### config.mk
export PLATFORM = sky130hd
export DESIGN_NAME = ctmwc_top
export DESIGN_NICKNAME = d
export VERILOG_FILES = /design/src/ctmwc_pkg.sv /design/src/ctmwc_top.sv
export SDC_FILE = /design/constraint.sdc
export NUM_CORES = 1
export LEC_CHECK = 0
export ABC_AREA = 1
export BUFFER_PORTS_ARGS = -buffer_cell sky130_fd_sc_hd__buf_2
export CORE_MARGIN = 2
export CORE_UTILIZATION = 59
export CTS_CLUSTER_DIAMETER = 30
export CTS_CLUSTER_SIZE = 28
export DETAILED_ROUTE_END_ITERATION = 8
export PLACE_DENSITY = 0.89
export SYNTH_ARGS = -nofsm -noshare
export SYNTH_HDL_FRONTEND = slang
export SYNTH_SLANG_ARGS = --single-unit
### constraint.sdc
create_clock -name clk -period 2.85 [get_ports clk]
set_input_delay 0.57 -clock clk [delete_from_list [all_inputs] [get_ports clk]]
set_output_delay 0.57 -clock clk [all_outputs]
set_load 0.02 [all_outputs]
### src/ctmwc_pkg.sv
// Constants for the transceiver mode and wake controller.
// Assumes a 125 MHz system clock and an APB register bus.
package ctmwc_pkg;
    localparam int CLK_PERIOD_NS = 8;
    // Bus wake phase filter, least time
    localparam int WAKE_FILTER_NS = 500;
    localparam int WAKE_FILTER_CYC = (WAKE_FILTER_NS + CLK_PERIOD_NS - 1) / CLK_PERIOD_NS;
    // Whole wake sequence window, longest time
    localparam int WAKE_WINDOW_NS = 1000000;
    localparam int WAKE_WINDOW_CYC = WAKE_WINDOW_NS / CLK_PERIOD_NS;
    // Transmit dominant time-out, least time
    localparam int DOM_TIMEOUT_NS = 1000000;
    localparam int DOM_TIMEOUT_CYC =
        (DOM_TIMEOUT_NS + CLK_PERIOD_NS - 1) / CLK_PERIOD_NS;
    // Stand-by to active mode change, longest time
    localparam int MODE_CHANGE_NS = 20000;
    localparam int MODE_CHANGE_CYC = MODE_CHANGE_NS / CLK_PERIOD_NS;

    localparam int CNT_W = 20;
    localparam int FLT_W = 8;
    localparam logic [FLT_W-1:0] FILTER_CNT = FLT_W'(WAKE_FILTER_CYC);
    localparam logic [CNT_W-1:0] CHANGE_CNT = CNT_W'(MODE_CHANGE_CYC);

    // Register map
    localparam logic [31:0] CTRL_ADDR = 32'h0000_0000;
    localparam logic [31:0] STATUS_ADDR = 32'h0000_0004;
    localparam logic CTRL_RESET = 1'h0;
    localparam int CTRL_SW_STBY_BIT = 0;
    localparam int ST_MODE_LSB = 0;
    localparam int ST_MODE_MSB = 2;
    localparam int ST_WAKE_BIT = 4;
    localparam int ST_TXTO_BIT = 5;
    localparam int ST_TXEN_BIT = 6;
    localparam int ST_OVT_BIT = 7;

    // Synchroniser lane positions
    localparam int PIN_N = 7;
    localparam int P_STB = 0;
    localparam int P_STBD = 1;
    localparam int P_VCC = 2;
    localparam int P_VIO = 3;
    localparam int P_BUS = 4;
    localparam int P_TXD = 5;
    localparam int P_OVT = 6;
    // Lanes idle at: txd high, stb high, everything else low
    localparam logic [PIN_N-1:0] PIN_RESET = 7'h21;

    typedef enum logic [2:0] {
        M_PDN = 3'b000,
        M_NORM = 3'b001,
        M_FRO = 3'b010,
        M_STBY = 3'b011,
        M_CHG = 3'b100
    } ctmwc_mode_e;

    typedef enum logic [1:0] {
        W_IDLE = 2'b00,
        W_DOM1 = 2'b01,
        W_REC = 2'b10,
        W_DOM2 = 2'b11
    } ctmwc_wake_e;
endpackage : ctmwc_pkg

### src/ctmwc_top.sv
// Mode, protection and bus wake control of a high-speed CAN transceiver.
// Assumes supply monitors deliver digital valid levels with hysteresis,
// the low-power receiver delivers a digital dominant level, and pins are async.
//
// Local design decisions: the APB interface to the registers and the register addresses.
`timescale 1ns/100ps
`default_nettype none

// How it works
// [RULE1] Normal mode: transmitter follows transmit data, normal receiver drives receive output.
// [RULE2] Normal mode: dominant time-out or overtemperature cut the transmitter.
// [RULE3] Normal mode: transmitter supply loss moves to forced-receive-only, transmitter off.
// [RULE4] Logic supply loss forces power-down from any mode.
// [RULE5] Normal mode entered only with select low and both supplies valid.
// [RULE6] Select low without transmitter supply gives forced-receive-only.
// [RULE7] Forced-receive-only: no transmit, normal receiver only, ground bias, no protections.
// [RULE8] Forced-receive-only: select high moves to stand-by.
// [RULE9] Power-up picks normal, forced-receive-only or stand-by from supply and select.
// [RULE10] Stand-by: only low-power receiver runs, ground bias, detections off.
// [RULE11] Select high in an active mode switches to stand-by receivers.
// [RULE12] Stand-by never goes to forced-receive-only; ignores transmitter supply.
// [RULE13] Stand-by needs the logic supply valid.
// [RULE14] Undriven select reads high, selecting stand-by.
// [RULE15] Wake shows on the receive output and the status wake bit, never changes mode.
// [RULE16] Stand-by receive output high until wake, then follows the bus.
// [RULE17] Wake is dominant, recessive, dominant, each filtered, inside one window.
// [RULE18] Wake flag clears on change to normal or logic supply loss.
// [RULE19] Long low transmit data disables transmitter until a rising edge.
// [RULE20] Receive output held high during stand-by to active mode change.
// [RULE21] Supplies are digital valid levels; state held cleared without logic supply.
module ctmwc_top #(
    parameter int WAKE_WIN_CYC = ctmwc_pkg::WAKE_WINDOW_CYC,
    parameter int DOM_TO_CYC = ctmwc_pkg::DOM_TIMEOUT_CYC
) (
    // Clock and reset
    input wire logic clk,
    input wire logic rstn,
    input wire logic ce,
    // APB slave
    input wire logic psel,
    input wire logic penable,
    input wire logic pwrite,
    input wire logic [31:0] paddr,
    input wire logic [31:0] pwdata,
    input wire logic [3:0] pstrb,
    output logic pready,
    output logic [31:0] prdata,
    output logic pslverr,
    // Controller pins
    input wire logic standby_select,
    input wire logic standby_select_driven,
    input wire logic transmit_data_in,
    output logic receive_data_out,
    // Supplies, sensors and bus
    input wire logic transmitter_supply_ok,
    input wire logic logic_supply_ok,
    input wire logic overtemp,
    input wire logic bus_dominant,
    // Analog front end control
    output logic tx_enable,
    output logic tx_drive_dominant,
    output logic normal_rx_enable,
    output logic lowpower_rx_enable,
    output logic bias_mid,
    output logic bias_gnd,
    output ctmwc_pkg::ctmwc_mode_e mode
);
    import ctmwc_pkg::*;

    localparam logic [CNT_W-1:0] WIN_CNT = CNT_W'(WAKE_WIN_CYC);
    localparam logic [CNT_W-1:0] DTO_CNT = CNT_W'(DOM_TO_CYC);
    // Pin synchroniser
    logic [PIN_N-1:0] sync1;
    logic [PIN_N-1:0] sync2;
    always_ff @(posedge clk or negedge rstn) begin
        if (!rstn) begin
            sync1 <= PIN_RESET;
            sync2 <= PIN_RESET;
        end else if (ce) begin
            sync1 <= {overtemp, transmit_data_in, bus_dominant, logic_supply_ok,
                      transmitter_supply_ok, standby_select_driven, standby_select};
            sync2 <= sync1;
        end
    end

    logic ctrl_sw_stby;
    logic stb_eff;
    logic vcc_s;
    logic vio_s;
    logic bus_s;
    logic txd_s;
    logic ovt_s;
    // [RULE14] Open select reads high
    assign stb_eff = (sync2[P_STBD] ? sync2[P_STB] : 1'b1) | ctrl_sw_stby;
    // [RULE21] Supplies as valid levels
    assign vcc_s = sync2[P_VCC];
    assign vio_s = sync2[P_VIO];
    assign bus_s = sync2[P_BUS];
    assign txd_s = sync2[P_TXD];
    assign ovt_s = sync2[P_OVT];
    // Mode state
    ctmwc_mode_e next_mode;
    logic [CNT_W-1:0] chg_cnt;
    logic [CNT_W-1:0] next_chg_cnt;
    always_comb begin
        next_mode = mode;
        next_chg_cnt = '0;
        unique case (mode)
            M_PDN: begin
                // [RULE9] Power-up mode pick
                if (stb_eff) begin
                    next_mode = M_STBY;
                end else if (vcc_s) begin
                    next_mode = M_NORM;
                // [RULE6] No transmitter supply
                end else begin
                    next_mode = M_FRO;
                end
            end
            M_NORM: begin
                // [RULE11] Select high to stand-by
                if (stb_eff) begin
                    next_mode = M_STBY;
                // [RULE3] Supply loss to receive-only
                end else if (!vcc_s) begin
                    next_mode = M_FRO;
                end
            end
            M_FRO: begin
                // [RULE8] Select high to stand-by
                if (stb_eff) begin
                    next_mode = M_STBY;
                // [RULE5] Both supplies for normal
                end else if (vcc_s) begin
                    next_mode = M_NORM;
                end
            end
            M_STBY: begin
                // [RULE12] Never straight to receive-only
                if (!stb_eff && vcc_s) begin
                    next_mode = M_CHG;
                end
            end
            M_CHG: begin
                // [RULE12] Falls back to stand-by
                if (stb_eff || !vcc_s) begin
                    next_mode = M_STBY;
                end else if (chg_cnt >= CHANGE_CNT - 1'b1) begin
                    next_mode = M_NORM;
                end else begin
                    next_chg_cnt = chg_cnt + 1'b1;
                end
            end
            default: next_mode = M_PDN;
        endcase
        // [RULE4] Logic supply loss wins
        // [RULE13] Stand-by needs logic supply
        if (!vio_s) begin
            next_mode = M_PDN;
            next_chg_cnt = '0;
        end
    end
    always_ff @(posedge clk or negedge rstn) begin
        if (!rstn) begin
            mode <= M_PDN;
            chg_cnt <= '0;
        end else if (ce) begin
            mode <= next_mode;
            chg_cnt <= next_chg_cnt;
        end
    end
    // Transmit dominant time-out, counted only in normal mode
    logic [CNT_W-1:0] to_cnt;
    logic [CNT_W-1:0] next_to_cnt;
    logic txd_to;
    logic next_txd_to;
    logic txd_prev;
    always_comb begin
        next_to_cnt = '0;
        next_txd_to = txd_to;
        // [RULE19] Low too long blocks
        if (next_mode == M_NORM && !txd_s) begin
            next_to_cnt = (to_cnt >= DTO_CNT) ? to_cnt : to_cnt + 1'b1;
            if (to_cnt >= DTO_CNT) begin
                next_txd_to = 1'b1;
            end
        end
        // [RULE19] A rising edge or logic supply loss releases
        if ((txd_s && !txd_prev) || !vio_s) begin
            next_txd_to = 1'b0;
        end
    end
    always_ff @(posedge clk or negedge rstn) begin
        if (!rstn) begin
            to_cnt <= '0;
            txd_to <= 1'b0;
            txd_prev <= 1'b1;
        end else if (ce) begin
            to_cnt <= next_to_cnt;
            txd_to <= next_txd_to;
            txd_prev <= txd_s;
        end
    end
    // Bus wake pattern detector
    ctmwc_wake_e wst;
    ctmwc_wake_e next_wst;
    logic [FLT_W-1:0] ph_cnt;
    logic [FLT_W-1:0] next_ph_cnt;
    logic [CNT_W-1:0] win_cnt;
    logic [CNT_W-1:0] next_win_cnt;
    logic wake;
    logic next_wake;
    logic ph_done;
    assign ph_done = (ph_cnt >= FILTER_CNT);
    always_comb begin
        next_wst = wst;
        next_wake = wake;
        next_ph_cnt = ph_done ? ph_cnt : ph_cnt + 1'b1;
        next_win_cnt = win_cnt + 1'b1;
        // [RULE17] Three filtered phases
        unique case (wst)
            W_IDLE: begin
                next_ph_cnt = '0;
                next_win_cnt = '0;
                if (bus_s) begin
                    next_wst = W_DOM1;
                    next_ph_cnt = FLT_W'(1);
                end
            end
            W_DOM1: begin
                if (!bus_s) begin
                    next_wst = ph_done ? W_REC : W_IDLE;
                    next_ph_cnt = FLT_W'(1);
                end
            end
            W_REC: begin
                if (bus_s) begin
                    next_wst = ph_done ? W_DOM2 : W_IDLE;
                    next_ph_cnt = FLT_W'(1);
                end
            end
            W_DOM2: begin
                if (!bus_s) begin
                    next_wst = W_IDLE;
                end else if (ph_done) begin
                    next_wst = W_IDLE;
                    next_wake = 1'b1;
                end
            end
        endcase
        // [RULE17] Whole pattern inside window
        if (wst != W_IDLE && win_cnt >= WIN_CNT) begin
            next_wst = W_IDLE;
            next_wake = wake;
        end
        // [RULE10] Detector runs only in stand-by
        // [RULE18] Leaving stand-by or power-down clears
        if (next_mode != M_STBY || mode != M_STBY) begin
            next_wst = W_IDLE;
            next_wake = 1'b0;
        end
    end
    always_ff @(posedge clk or negedge rstn) begin
        if (!rstn) begin
            wst <= W_IDLE;
            ph_cnt <= '0;
            win_cnt <= '0;
            wake <= 1'b0;
        end else if (ce) begin
            wst <= next_wst;
            ph_cnt <= next_ph_cnt;
            win_cnt <= next_win_cnt;
            wake <= next_wake;
        end
    end
    // Front end controls, registered from the next state
    logic next_tx_en;
    logic next_rxd;
    always_comb begin
        // [RULE1] [RULE2] Transmit only in normal
        next_tx_en = (next_mode == M_NORM) && !next_txd_to && !ovt_s;
        next_rxd = 1'b1;
        unique case (next_mode)
            // [RULE1] [RULE7] Normal receiver output
            M_NORM, M_FRO: next_rxd = !bus_s;
            // [RULE15] [RULE16] Wake shown only here
            M_STBY: next_rxd = next_wake ? !bus_s : 1'b1;
            // [RULE20] Held high while changing
            M_CHG, M_PDN: next_rxd = 1'b1;
            default: next_rxd = 1'b1;
        endcase
    end
    always_ff @(posedge clk or negedge rstn) begin
        if (!rstn) begin
            tx_enable <= 1'b0;
            tx_drive_dominant <= 1'b0;
            receive_data_out <= 1'b1;
            normal_rx_enable <= 1'b0;
            lowpower_rx_enable <= 1'b0;
            bias_mid <= 1'b0;
            bias_gnd <= 1'b0;
        end else if (ce) begin
            tx_enable <= next_tx_en;
            // [RULE7] Transmit data ignored unless enabled
            tx_drive_dominant <= next_tx_en && !txd_s;
            receive_data_out <= next_rxd;
            normal_rx_enable <= (next_mode == M_NORM) || (next_mode == M_FRO);
            // [RULE10] Low-power receiver in stand-by
            lowpower_rx_enable <= (next_mode == M_STBY) || (next_mode == M_CHG);
            bias_mid <= (next_mode == M_NORM);
            bias_gnd <= (next_mode != M_NORM) && (next_mode != M_PDN);
        end
    end
    // APB slave: zero wait states, read data latched in the setup cycle
    logic [31:0] rd_word;
    logic rd_err;
    logic next_sw_stby;
    logic [31:0] next_prdata;
    logic next_pslverr;
    logic wr_ok;
    assign pready = 1'b1;
    assign wr_ok = psel && penable && pwrite && (paddr == CTRL_ADDR);
    always_comb begin
        rd_word = '0;
        rd_err = 1'b0;
        if (paddr == CTRL_ADDR) begin
            rd_word[CTRL_SW_STBY_BIT] = ctrl_sw_stby;
        end else if (paddr == STATUS_ADDR) begin
            rd_word[ST_MODE_MSB:ST_MODE_LSB] = mode;
            rd_word[ST_WAKE_BIT] = wake;
            rd_word[ST_TXTO_BIT] = txd_to;
            rd_word[ST_TXEN_BIT] = tx_enable;
            rd_word[ST_OVT_BIT] = ovt_s;
        end else begin
            rd_err = 1'b1;
        end
        // Status is read-only; a write there is refused
        rd_err = rd_err || (pwrite && paddr == STATUS_ADDR);
        next_prdata = prdata;
        next_pslverr = pslverr;
        if (psel && !penable) begin
            next_prdata = pwrite ? 32'h0 : rd_word;
            next_pslverr = rd_err;
        end
        next_sw_stby = ctrl_sw_stby;
        if (wr_ok && pstrb[0]) begin
            next_sw_stby = pwdata[CTRL_SW_STBY_BIT];
        end
    end
    always_ff @(posedge clk or negedge rstn) begin
        if (!rstn) begin
            prdata <= '0;
            pslverr <= 1'b0;
            ctrl_sw_stby <= CTRL_RESET;
        end else if (ce) begin
            prdata <= next_prdata;
            pslverr <= next_pslverr;
            ctrl_sw_stby <= next_sw_stby;
        end
    end
endmodule : ctmwc_top

`default_nettype wire

==> results.md, run 1 <==
- Vias per inst: 5.33
- XOR/XNOR share of the synthesized area: 0.0346
- Multi-input gate area: 2400 sq um
- TritonCTS clock tree: built
- Hold Path Class: input port to asynchronous set/reset pin
- Post-synth EDFFs: 0
- Total of max-cap violations: 0
- CTS Sinks: 106
- CP Class: register to register
- Ys Warns: 0
- DP HPWL: 8310 microns
- First-pass GRT wire length: 20000 microns
- Die Y: 101 microns
- WL final: 11300 microns
- Die X: 101 microns
- Fin nets: 851
- Worst VDD drop: 374 uV
- Setup Fix Bufs, Post-CTS: 0
- Vias in the first global route: 4694
- FILL cells: a little over 700
- CP Launch Type: register
- Data required time at the worst endpoint: 3.13 ns
- Area growth from synthesis to layout: 9.88%
- Worst Setup SP: chg_cnt[0]
- DRC Markers: 0
- Clock Path Buffers: 2
- Least-Margin Pin Slew: between 0.6 and 0.7 ns
- Detailed router's first-iteration violation count: 182
- Top cell type's share of synthesized area: 0.449
- Largest net degree at the start of global routing: 49
- Gr usage total: 0.243
- CTS buffer count: 9
- Layout cells sized above 1: 0.140
- Wire per inst: around 13 microns
- Worst setup EP type: register
- Root Driver: clkbuf_8
- Outcome: finished clean
- Initial core utilization: 0.606
- Hold Slack: 0.141 ns
- Initial antenna violation count: 0
- FF+latch count, synth: approximately 110
- Worst R2R Start: chg_cnt[0]
- Clk pin slew, worst setup/hold paths: 0.10 ns
- Max frequency: 436 MHz
- Avg Inst Size Synth: slightly below 8 sq um
- Clock skew: around 0.012 ns
- Crit Path Max Fanout: 35
- Routed via count: 4692
- I/O pin count: between 100 and 150
- Most common cell after layout, fill and taps aside: nand2_1
- Core area: just over 9000 sq um
- Simple-gate portion of the synthesized area: 0.258
- Worst r2r path cells: 13
- Post-Syn Instances: 700
- Final hold viol count: 0
- Top post-synthesis cells by area: dfrtp_1 (45%), nand2_1 (9.9%), nor2_1 (6.1%), inv_1 (5.8%), o21ai_0 (4.7%)
- Crit path largest cell delay: approximately 0.49 ns
- Largest area contributor in the netlist: dfrtp_1
- Slew margin rel.: 0.579
- Main combinational cell family by area after synthesis: simple AND/OR/NAND/NOR gates
- Setup TNS: 0 ns
- Final setup fails: 0
- Pins Over Slew Limit: 0
- Min cycle time layout: ~2.3 ns
- Leak pwr: around 3.0 nW
- H-Tree Depth: 3
- Seq. cell area: 2660 sq um
- Number of cell rows: 35
- Die area: roughly 10000 sq um
- Grt total ovfl: 0
- Post-CTS sizing: 0
- PD cells: 465 nW/um^2
- Ys async rst share: 1.00
- Crit-path slowest cell: nor2_4
- Gpl congestion: between 0.9 and 1
- Compound-cell area share of the yosys netlist: 0.104
- Remaining antenna violation count after routing: 0
- Synth cell types: 43
- Tcrit/Tclk final: 0.804
- Seq/Total Area, Yosys: 0.478
- Antenna fix cells: 0
- Multiplexer share of the synthesized area: 0.00359
- Worst skew pair latency: 0.39 ns
- Pre-antenna DRT Iters: 6
- Port bufs: 64
- Main flop type after synthesis: dfrtp_1
- CTS hold repair buffers: 0
- Finished Core Util: 0.666
- Worst-path cell chain: ha_1 -> nor2_1 -> nand3_1 -> nand3_1 -> nand3_1 -> nand2_1 -> nand2_1 -> nand4_2 -> nor2_2 -> nor2_4 -> inv_1 -> nand2_1 -> nand2_1
- Post-Synth Adder-Cell Area: 0.0135
- RSZ-0062 raised after global routing: false
- Crit path top cell by count: nand2_1
- Netlist Area Pre-Place: 5570 sq um
- Most frequent cells in the layout: nand2_1 (147), dfrtp_1 (100), nor2_1 (90)
- Worst Path Arrival: 2.57 ns
critical path, delay by kind of cell, from the launching register on:
family / cells / cell delay (ns)
adders and majority gates: 1 / 0.25
buffers and inverters: 1 / 0.15
DFF: 1 / 0.42
and+or+nand+nor: 11 / 1.37
cell usage after synthesis, types with 2 or more instances:
library cell	number
xor2_1	20
a21oi_1	22
dfrtp_1	100
nand4_1	16
clkinv_1	2
o21ai_0	52
a32o_1	6
a211oi_1	2
mux2i_1	2
conb_1	2
o21a_1	2
inv_2	3
o211ai_1	2
o31ai_1	2
nand3_1	36
buf_1	4
o22ai_1	3
nor3_2	2
a31oi_1	6
ha_1	6
clkbuf_1	7
nand4_2	2
nand2_1	147
dfstp_2	6
buf_4	28
inv_1	86
nor3_1	19
nor2_2	5
nor2_1	90
nor4_1	6
xnor2_1	2
registers in the layout, summed over array words and instances, names as in the netlist:
name	count
chg_cnt	20
to_cnt	20
win_cnt	20
ph_cnt	8
prdata	7
sync1	7
sync2	7
mode	3
wst	2
bias_gnd	1
bias_mid	1
ctrl_sw_stby	1
lowpower_rx_enable	1
normal_rx_enable	1
pslverr	1
receive_data_out	1
tx_drive_dominant	1
tx_enable	1
txd_prev	1
txd_to	1
wake	1
worst paths after layout:
path,end,slack [ns]
max in group asynchronous,sync1[0],1.98
hold / removal,sync2[3],0.14
setup / recovery,to_cnt[13],0.56
setup reg to reg,to_cnt[13],0.56
min in group clk,sync1[0],0.38
hold reg to reg,sync1[5],0.47
layout make-up:
class | count | share of cell area
inverter | 91 | 0.0558
sequential | 106 | 0.435
tap | 111 | 0.0227
clock buffer | 9 | 0.0202
timing repair buffer | 70 | 0.0621
clock inverter | 7 | 0.0129
multi-input combinational | 486 | 0.392
layer usage:
layer	wire length (microns)	GRT usage
met1	4770	0.296
met2	5860	0.421
met3	433	0.0559
met4	212	0.0967
met5	0	0
power breakdown:
| group | switching (W) | internal [W] |
|---|---|---|
| Sequential | 0.0000375 | 0.00156 |
| Combinational | 0.000220 | 0.0000918 |
| Clock | 0.000529 | 0.000411 |
| Total | 0.000786 | 0.00206 |
kinds of logic (layout without fill, tap and decap cells):
group | count (synthesis) | count (layout)
other cells | 2 | 26
mux | 2 | 2
buf+inv | 132 | 177
fa+ha+maj | 6 | 6
simple gates | 329 | 329
compound gates | 101 | 101
flops | 106 | 106
xor+xnor | 22 | 22
metrics by stage:
step           total power, W  setup WS, ns  cells  instance area [sq um]
3_3_place_gp          0.00192         0.658    864                   5920
5_1_grt               0.00298         0.259    880                   6120
2_1_floorplan         0.00183          1.09    724                   5660
4_1_cts               0.00287         0.550    880                   6120
6_report              0.00285         0.558    880                   6120
3_5_place_dp          0.00193         0.559    864                   5920
Power figures use the tool's default switching activity.
==> run 2: changes to the inputs <==
ABC_AREA = 0   (was 1)
CORE_UTILIZATION = 54   (was 59)
PLACE_DENSITY = 0.83   (was 0.89)
clock period = 2.3 ns   (was 2.85 ns; I/O delays follow)
==> results.md, run 2 <==
- Final hold viol count: 0 (unchanged)
- Min-delay src: pwdata[0]
- Gpl congestion: 0.812 (-12%)
- Min cycle time layout: 2.29 ns (-0.00110 ns)
- PD cells: 566 nW/um^2 (+22%)
- Most common cell in the netlist: dfrtp_1
- Finished Core Util: 0.653 (-0.0131)
- Initial core utilization: 0.556 (-0.0498)
- Post-Syn Instances: 556 (-21%)
- Reg2Reg Setup Slack: 0.009 ns (-0.55 ns)
- Worst hold path depth: 2
- Switching fraction of total power: 0.275 (-0.000849)
- CP Launch Type: register
- Sequential Power Share: 0.551 (-0.009)
- Vias in the first global route: 4205 (-10%)
- Detailed router's first-iteration violation count: 226 (+24%)
- Ys Warns: 0 (unchanged)
- RR Endpoint: to_cnt[9]
- Gr usage total: 0.217 (-0.0261)
- Regs by FF count: chg_cnt: 20 flops, to_cnt: 20 flops, win_cnt: 20 flops
- Outcome: finished clean
- Pre-antenna DRT Iters: 5 (-1)
- Clock power share: 0.329 (about the same)
- Ys async rst share: 1.00 (unchanged)
- TritonCTS clock tree: built
- Data required time at the worst endpoint: 2.62 ns (-0.51 ns)
- Internal power: 0.00261 W (+26%)
- Avg Inst Size Synth: 9.73 sq um (+22%)
- Seq/Total Area, Yosys: 0.492 (+0.0142)
- Worst VDD drop: 514 uV (+38%)
- Total of max-cap violations: 0 (unchanged)
- Worst skew pair latency: 0.39 ns (about the same)
- Core area: 9730 sq um (+5.8%)
- Min-Delay Endpoint: ctrl_sw_stby
- Gate power share: 0.120 (+0.011)
- Setup TNS: 0 ns (unchanged)
- Largest area contributor in the netlist: dfrtp_1
- Top post-synthesis cells by area: dfrtp_1 (46%), nand2_1 (4.2%), o21ai_0 (3.8%), buf_4 (3.6%), dfstp_2 (2.9%)
- Clock skew: 0.0158 ns (+0.00412 ns)
- Layout cells sized above 1: 0.255 (+0.114)
- RSZ-0062 raised after global routing: true
- Max frequency: 437 MHz (about the same)
- Root Driver: clkbuf_8
- Synth cell types: 66 (+53%)
- Pins Over Slew Limit: 0 (unchanged)
- FF+latch count, synth: 106 (unchanged)
- Crit path top cell by count: or4_4
- Main flop type after synthesis: dfrtp_1
- Leak pwr: 2.87 nW (-3.7%)
- CP Class: register to register
- WL final: 11900 microns (+5.4%)
- Most frequent cells in the layout: dfrtp_1 (100), buf_2 (63), nand2_1 (60)
- Clk pin slew, worst setup/hold paths: 0.10 ns (about the same)
- Worst Path Arrival: 2.61 ns (+0.04 ns)
- Vias per inst: 5.61 (+5.1%)
- Die area: 10800 sq um (+5.8%)
- Crit-path slowest cell: or4_4
- Post-synth EDFFs: 0 (unchanged)
- Hold Path Class: input port to register
- Die X: 104 microns (+2.9%)
- Crit path largest cell delay: 0.57 ns (+0.08 ns)
- Routed via count: 4423 (-5.7%)
- Initial antenna violation count: 0 (unchanged)
- Crit Path Max Fanout: 7 (-80%)
- Most common cell after layout, fill and taps aside: dfrtp_1
- Final setup fails: 0 (unchanged)
- Die Y: 104 microns (+2.9%)
- Netlist Area Pre-Place: 5410 sq um (-2.9%)
- DRC Markers: 0 (unchanged)
- Worst R2R Start: chg_cnt[5]
- Number of cell rows: 36 (+2.9%)
- Grt total ovfl: 0 (unchanged)
- DP HPWL: 8390 microns (+0.91%)
- Sw power: 0.000990 W (+26%)
- Worst setup EP type: register
- Buf+Inv Stages, Crit Path: 0 (-1)
- Worst r2r path cells: 6 (-7)
- Tcrit/Tclk final: 0.996 (+0.192)
- Port bufs: 64 (unchanged)
- H-Tree Depth: 3 (unchanged)
- CTS buffer count: 9 (unchanged)
- Area growth from synthesis to layout: 17.4%
- I/O pin count: 125 (unchanged)
- Largest net degree at the start of global routing: 54 (+10%)
- CTS Sinks: 106 (unchanged)
- Worst-path cell chain: or4_4 -> o211ai_2 -> and3_4 -> o31ai_4 -> or4_4 -> a21oi_2
- Top cell type's share of synthesized area: 0.463 (+0.0134)
- Synth cell count leaders: dfrtp_1 (100), nand2_1 (60), o21ai_0 (41)
- Cell family with the largest share of critical-path delay: simple AND/OR/NAND/NOR gates
- FILL cells: 795 (+13%)
- Clock Path Buffers: 2 (unchanged)
- First-pass GRT wire length: 19200 microns (-4.2%)
- Wire per inst: 15.1 microns (+18%)
- Remaining antenna violation count after routing: 0 (unchanged)
- Antenna fix cells: 0 (unchanged)
- Fin nets: 738 (-13%)
==> run 2: cell count changes after synthesis, moves of 13 or more <==
cell / change
and3_1: +13
mux2_2: +13
nand3_1: -16
nand2_1: -87
inv_1: -72
nor2_1: -52
==> run 2: worst reg2reg max path: stages (launching register included) <==
cell	delay, ns
dfrtp_1	0.39
or4_4	0.54
o211ai_2	0.22
and3_4	0.27
o31ai_4	0.11
or4_4	0.57
a21oi_2	0.12
==> run 2: worst max path at each step <==
| stage | end | from | depth (start not counted) | slack, ns |
|---|---|---|---|---|
| floorplan | to_cnt[15] | chg_cnt[5] | 8 | 0.14 |
| global placement | ctrl_sw_stby | paddr[22] | 6 | 0.03 |
| detailed placement | ctrl_sw_stby | paddr[22] | 6 | -0.01 |
| CTS | to_cnt[13] | chg_cnt[5] | 6 | 0.007 |
| global route | to_cnt[11] | chg_cnt[5] | 7 | -0.06 |
| finish | to_cnt[9] | chg_cnt[5] | 6 | 0.009 |
==> run 2: routing by layer <==
layer	vias up	global-route usage	wire length (microns)
met5	-	0	0
met4	0	0.0608	223
met3	21	0.0702	572
met2	113	0.358	5850
met1	2142	0.277	5250
li1	2147	-	-
==> run 2: area by class of cell <==
type                            count  area (sq um)  share of cell area
Multi-Input combinational cell    415          2620               0.412
Inverter                           15          56.3             0.00887
Clock buffer                       10           128              0.0201
Tap cell                          133           166              0.0262
Sequential cell                   106          2660               0.419
Timing Repair Buffer              104           646               0.102
Clock inverter                      6          73.8              0.0116
==> run 2: per-stage QoR <==
stage          hold slack [ns]  area, sq um  total power, W  setup slack (ns)  instances
3_3_place_gp             0.403         5970         0.00242            0.0282        765
2_1_floorplan            0.164         5500         0.00228             0.140        580
4_1_cts                  0.290         6190         0.00363           0.00670        783
5_1_grt                  0.280         6350         0.00376           -0.0574        789
6_report                 0.306         6350         0.00360           0.00930        789
3_5_place_dp             0.405         5970         0.00243           -0.0150        765
==> run 2: kinds of logic (layout without fill, tap and decap cells) <==
group                    Yosys count  count (layout)  synth area share
other                              2              26           0.00139
buffers and inverters             60             135            0.0615
adder cells (fa/ha/maj)            6               6            0.0139
flip-flops                       106             106             0.492
XOR/XNOR                          19              19            0.0308
AND/OR/NAND/NOR                  225             225             0.217
multiplexers                      17              17            0.0345
AO/OA/AOI/OAI                    121             122             0.150
==> run 2: repair_timing <==
| action | in CTS | in global routing |
|---|---|---|
| hold endpoints to repair | 25 | 0 |
| pin swaps | 2 | 18 |
| hold buffers | 1 | 0 |
| buffers inserted | 1 | 5 |
| resized for setup | 0 | 23 |
| cloned | 0 | 1 |
| setup endpoints to repair | 4 | 13 |
==> run 2: power groups by stage <==
stage / Sequential [W] / Combinational [W] / Clock [W]
after floorplan: 0.00203 / 0.000250 / 0
after global placement: 0.00201 / 0.000407 / 0
after detailed placement: 0.00201 / 0.000417 / 0
after CTS: 0.00198 / 0.000423 / 0.00122
after global routing: 0.00199 / 0.000475 / 0.00130
final: 0.00198 / 0.000432 / 0.00118
==> run 3: changes to the inputs <==
CORE_UTILIZATION = 58   (was 54)
GPL_ROUTABILITY_DRIVEN = 0   (was unset)
clock period = 2.95 ns   (was 2.3 ns; I/O delays follow)
==> results.md, run 3 (synthesis gave the netlist of run 2 again) <==
- Outcome: finished clean
- Gr usage total: 0.233 (+0.0160)
- CP Launch Type: register
- Pre-antenna DRT Iters: 5 (unchanged)
- Most common cell after layout, fill and taps aside: dfrtp_1
- Clock skew: 0.0148 ns (-0.000935 ns)
- WL final: 11100 microns (-6.4%)
- Routed via count: 4341 (-1.9%)
- Detailed router's first-iteration violation count: 205 (-9.3%)
- Pwr Total: 0.00270 W (-25%)
- Design area: 5950 sq um (-6.3%)
- Dpl cell area: 5760 sq um (-3.5%)
- Vias per inst: 5.91 (+5.4%)
- Die X: 101 microns (-3.4%)
- TritonCTS clock tree: built
- Most frequent cells in the layout: dfrtp_1 (100), buf_2 (63), nand2_1 (60)
- Clock Path Buffers: 2 (unchanged)
- Worst skew pair latency: 0.37 ns (-0.02 ns)
- Placed cells: 719 (-6.0%)
- Layout cells sized above 1: 0.189 (-0.0655)
- Vias in the first global route: 4235 (+0.71%)
- Data required time at the worst endpoint: 3.24 ns (+0.62 ns)
- Setup TNS: 0 ns (unchanged)
- DP HPWL: 7960 microns (-5.0%)
- Pre-CTS setup slack: 0.445 ns (+0.460 ns)
- Core area: 9150 sq um (-5.9%)
- Remaining antenna violation count after routing: 0 (unchanged)
- Hold Path Class: input port to asynchronous set/reset pin
- FILL cells: 734 (-7.7%)
- I/O pin count: 125 (unchanged)
- Largest net degree at the start of global routing: 58 (+7.4%)
- CTS hold repair buffers: 0 (-1)
- Crit Path Max Fanout: 24 (+17)
- Max frequency: 399 MHz (-8.5%)
- Die Y: 101 microns (-3.4%)
- Clk pin slew, worst setup/hold paths: 0.11 ns (about the same)
- Fin cells: 735 (-6.8%)
- Number of cell rows: 35 (-2.8%)
- Fin nets: 706 (-4.3%)
- Setup Fix Bufs, Post-CTS: 0 (-1)
- Area growth from synthesis to layout: 9.97%
- Post-CTS sizing: 0 (unchanged)
- CP Class: register to register
- Worst setup EP type: register
- Initial core utilization: 0.591 (+0.0350)
- Final setup fails: 0 (unchanged)
- Tcrit/Tclk final: 0.849 (-0.147)
- Pins Over Slew Limit: 0 (unchanged)
- Total of max-cap violations: 0 (unchanged)
- Worst setup margin: 0.446 ns (+0.437 ns)
- Die area: 10100 sq um (-6.6%)
- Initial antenna violation count: 0 (unchanged)
- Worst Path Arrival: 2.80 ns (+0.19 ns)
- PD cells: 453 nW/um^2 (-20%)
- Min cycle time layout: 2.50 ns (+0.213 ns)
- CTS Sinks: 106 (unchanged)
- Slew margin rel.: 0.466
- Final hold viol count: 0 (unchanged)
- H-Tree Depth: 3 (unchanged)
- DRC Markers: 0 (unchanged)
- Worst R2R Start: to_cnt[4]
- RSZ-0062 raised after global routing: false
- Least-Margin Pin Slew: around 0.8 ns
- Worst VDD drop: 333 uV (-35%)
- First-pass GRT wire length: 19100 microns (-0.54%)
- Grt total ovfl: 0 (unchanged)
- Root Driver: clkbuf_8
- Leak pwr: 2.71 nW (-5.8%)
- Regs by FF count: chg_cnt: 20 flops, to_cnt: 20 flops, win_cnt: 20 flops
- Worst Setup SP: to_cnt[4]
- Port bufs: 64 (unchanged)
- Antenna fix cells: 0 (unchanged)
- CTS buffer count: 9 (unchanged)
- Wire per inst: 15.1 microns (+0.48%)
run 3: final cells by class:
cell class                      count  area, sq um  share of cell area
Clock buffer                       11          141              0.0238
Clock inverter                      5         42.5             0.00715
Inverter                           15         56.3             0.00947
Multi-Input combinational cell    414         2510               0.421
Sequential cell                   106         2660               0.447
Tap cell                          111          139              0.0233
Timing Repair Buffer               73          403              0.0677
run 3: through the flow:
step           hold WS, ns   util
2_1_floorplan        0.294      -
3_3_place_gp         0.466  0.630
3_5_place_dp         0.455  0.630
4_1_cts              0.215  0.650
5_1_grt              0.232  0.650
6_report             0.198  0.650
run 3: path summary, 6_finish.rpt:
path	cells past startpoint	endpoint	slack, ns
worst max-delay path	6	to_cnt[15]	0.45
worst min-delay path	1	to_cnt[6]	0.20
worst max register to register	6	to_cnt[15]	0.45
worst min register to register	2	prdata[0]	0.48
max in group asynchronous	3	chg_cnt[9]	1.89
min in group clk	2	sync1[4]	0.44
run 3: worst max-delay path: stages (launching register included):
cell and delay, ns:
dfrtp_1 0.43, o31ai_1 0.29, nand3_1 0.17, a2111oi_4 0.58, o31ai_4 0.25, or4_1 0.56, a21oi_1 0.15
run 3: power breakdown:
| part | internal [W] | switching (W) | total [W] | leakage [nW] |
|---|---|---|---|---|
| Clock | 0.000343 | 0.000505 | 0.000848 | 0.0962 |
| Combinational | 0.000102 | 0.000199 | 0.000301 | 1.18 |
| Sequential | 0.00150 | 0.0000427 | 0.00155 | 1.43 |
| Total | 0.00195 | 0.000747 | 0.00270 | 2.71 |
run 3: per-layer routing:
| metal | vias to the layer above | GRT usage | wire, microns |
|---|---|---|---|
| li1 | 2069 | - | - |
| met1 | 2170 | 0.304 | 4940 |
| met2 | 90 | 0.393 | 5620 |
| met3 | 12 | 0.0541 | 427 |
| met4 | 0 | 0.0664 | 136 |
| met5 | - | 0 | 0 |
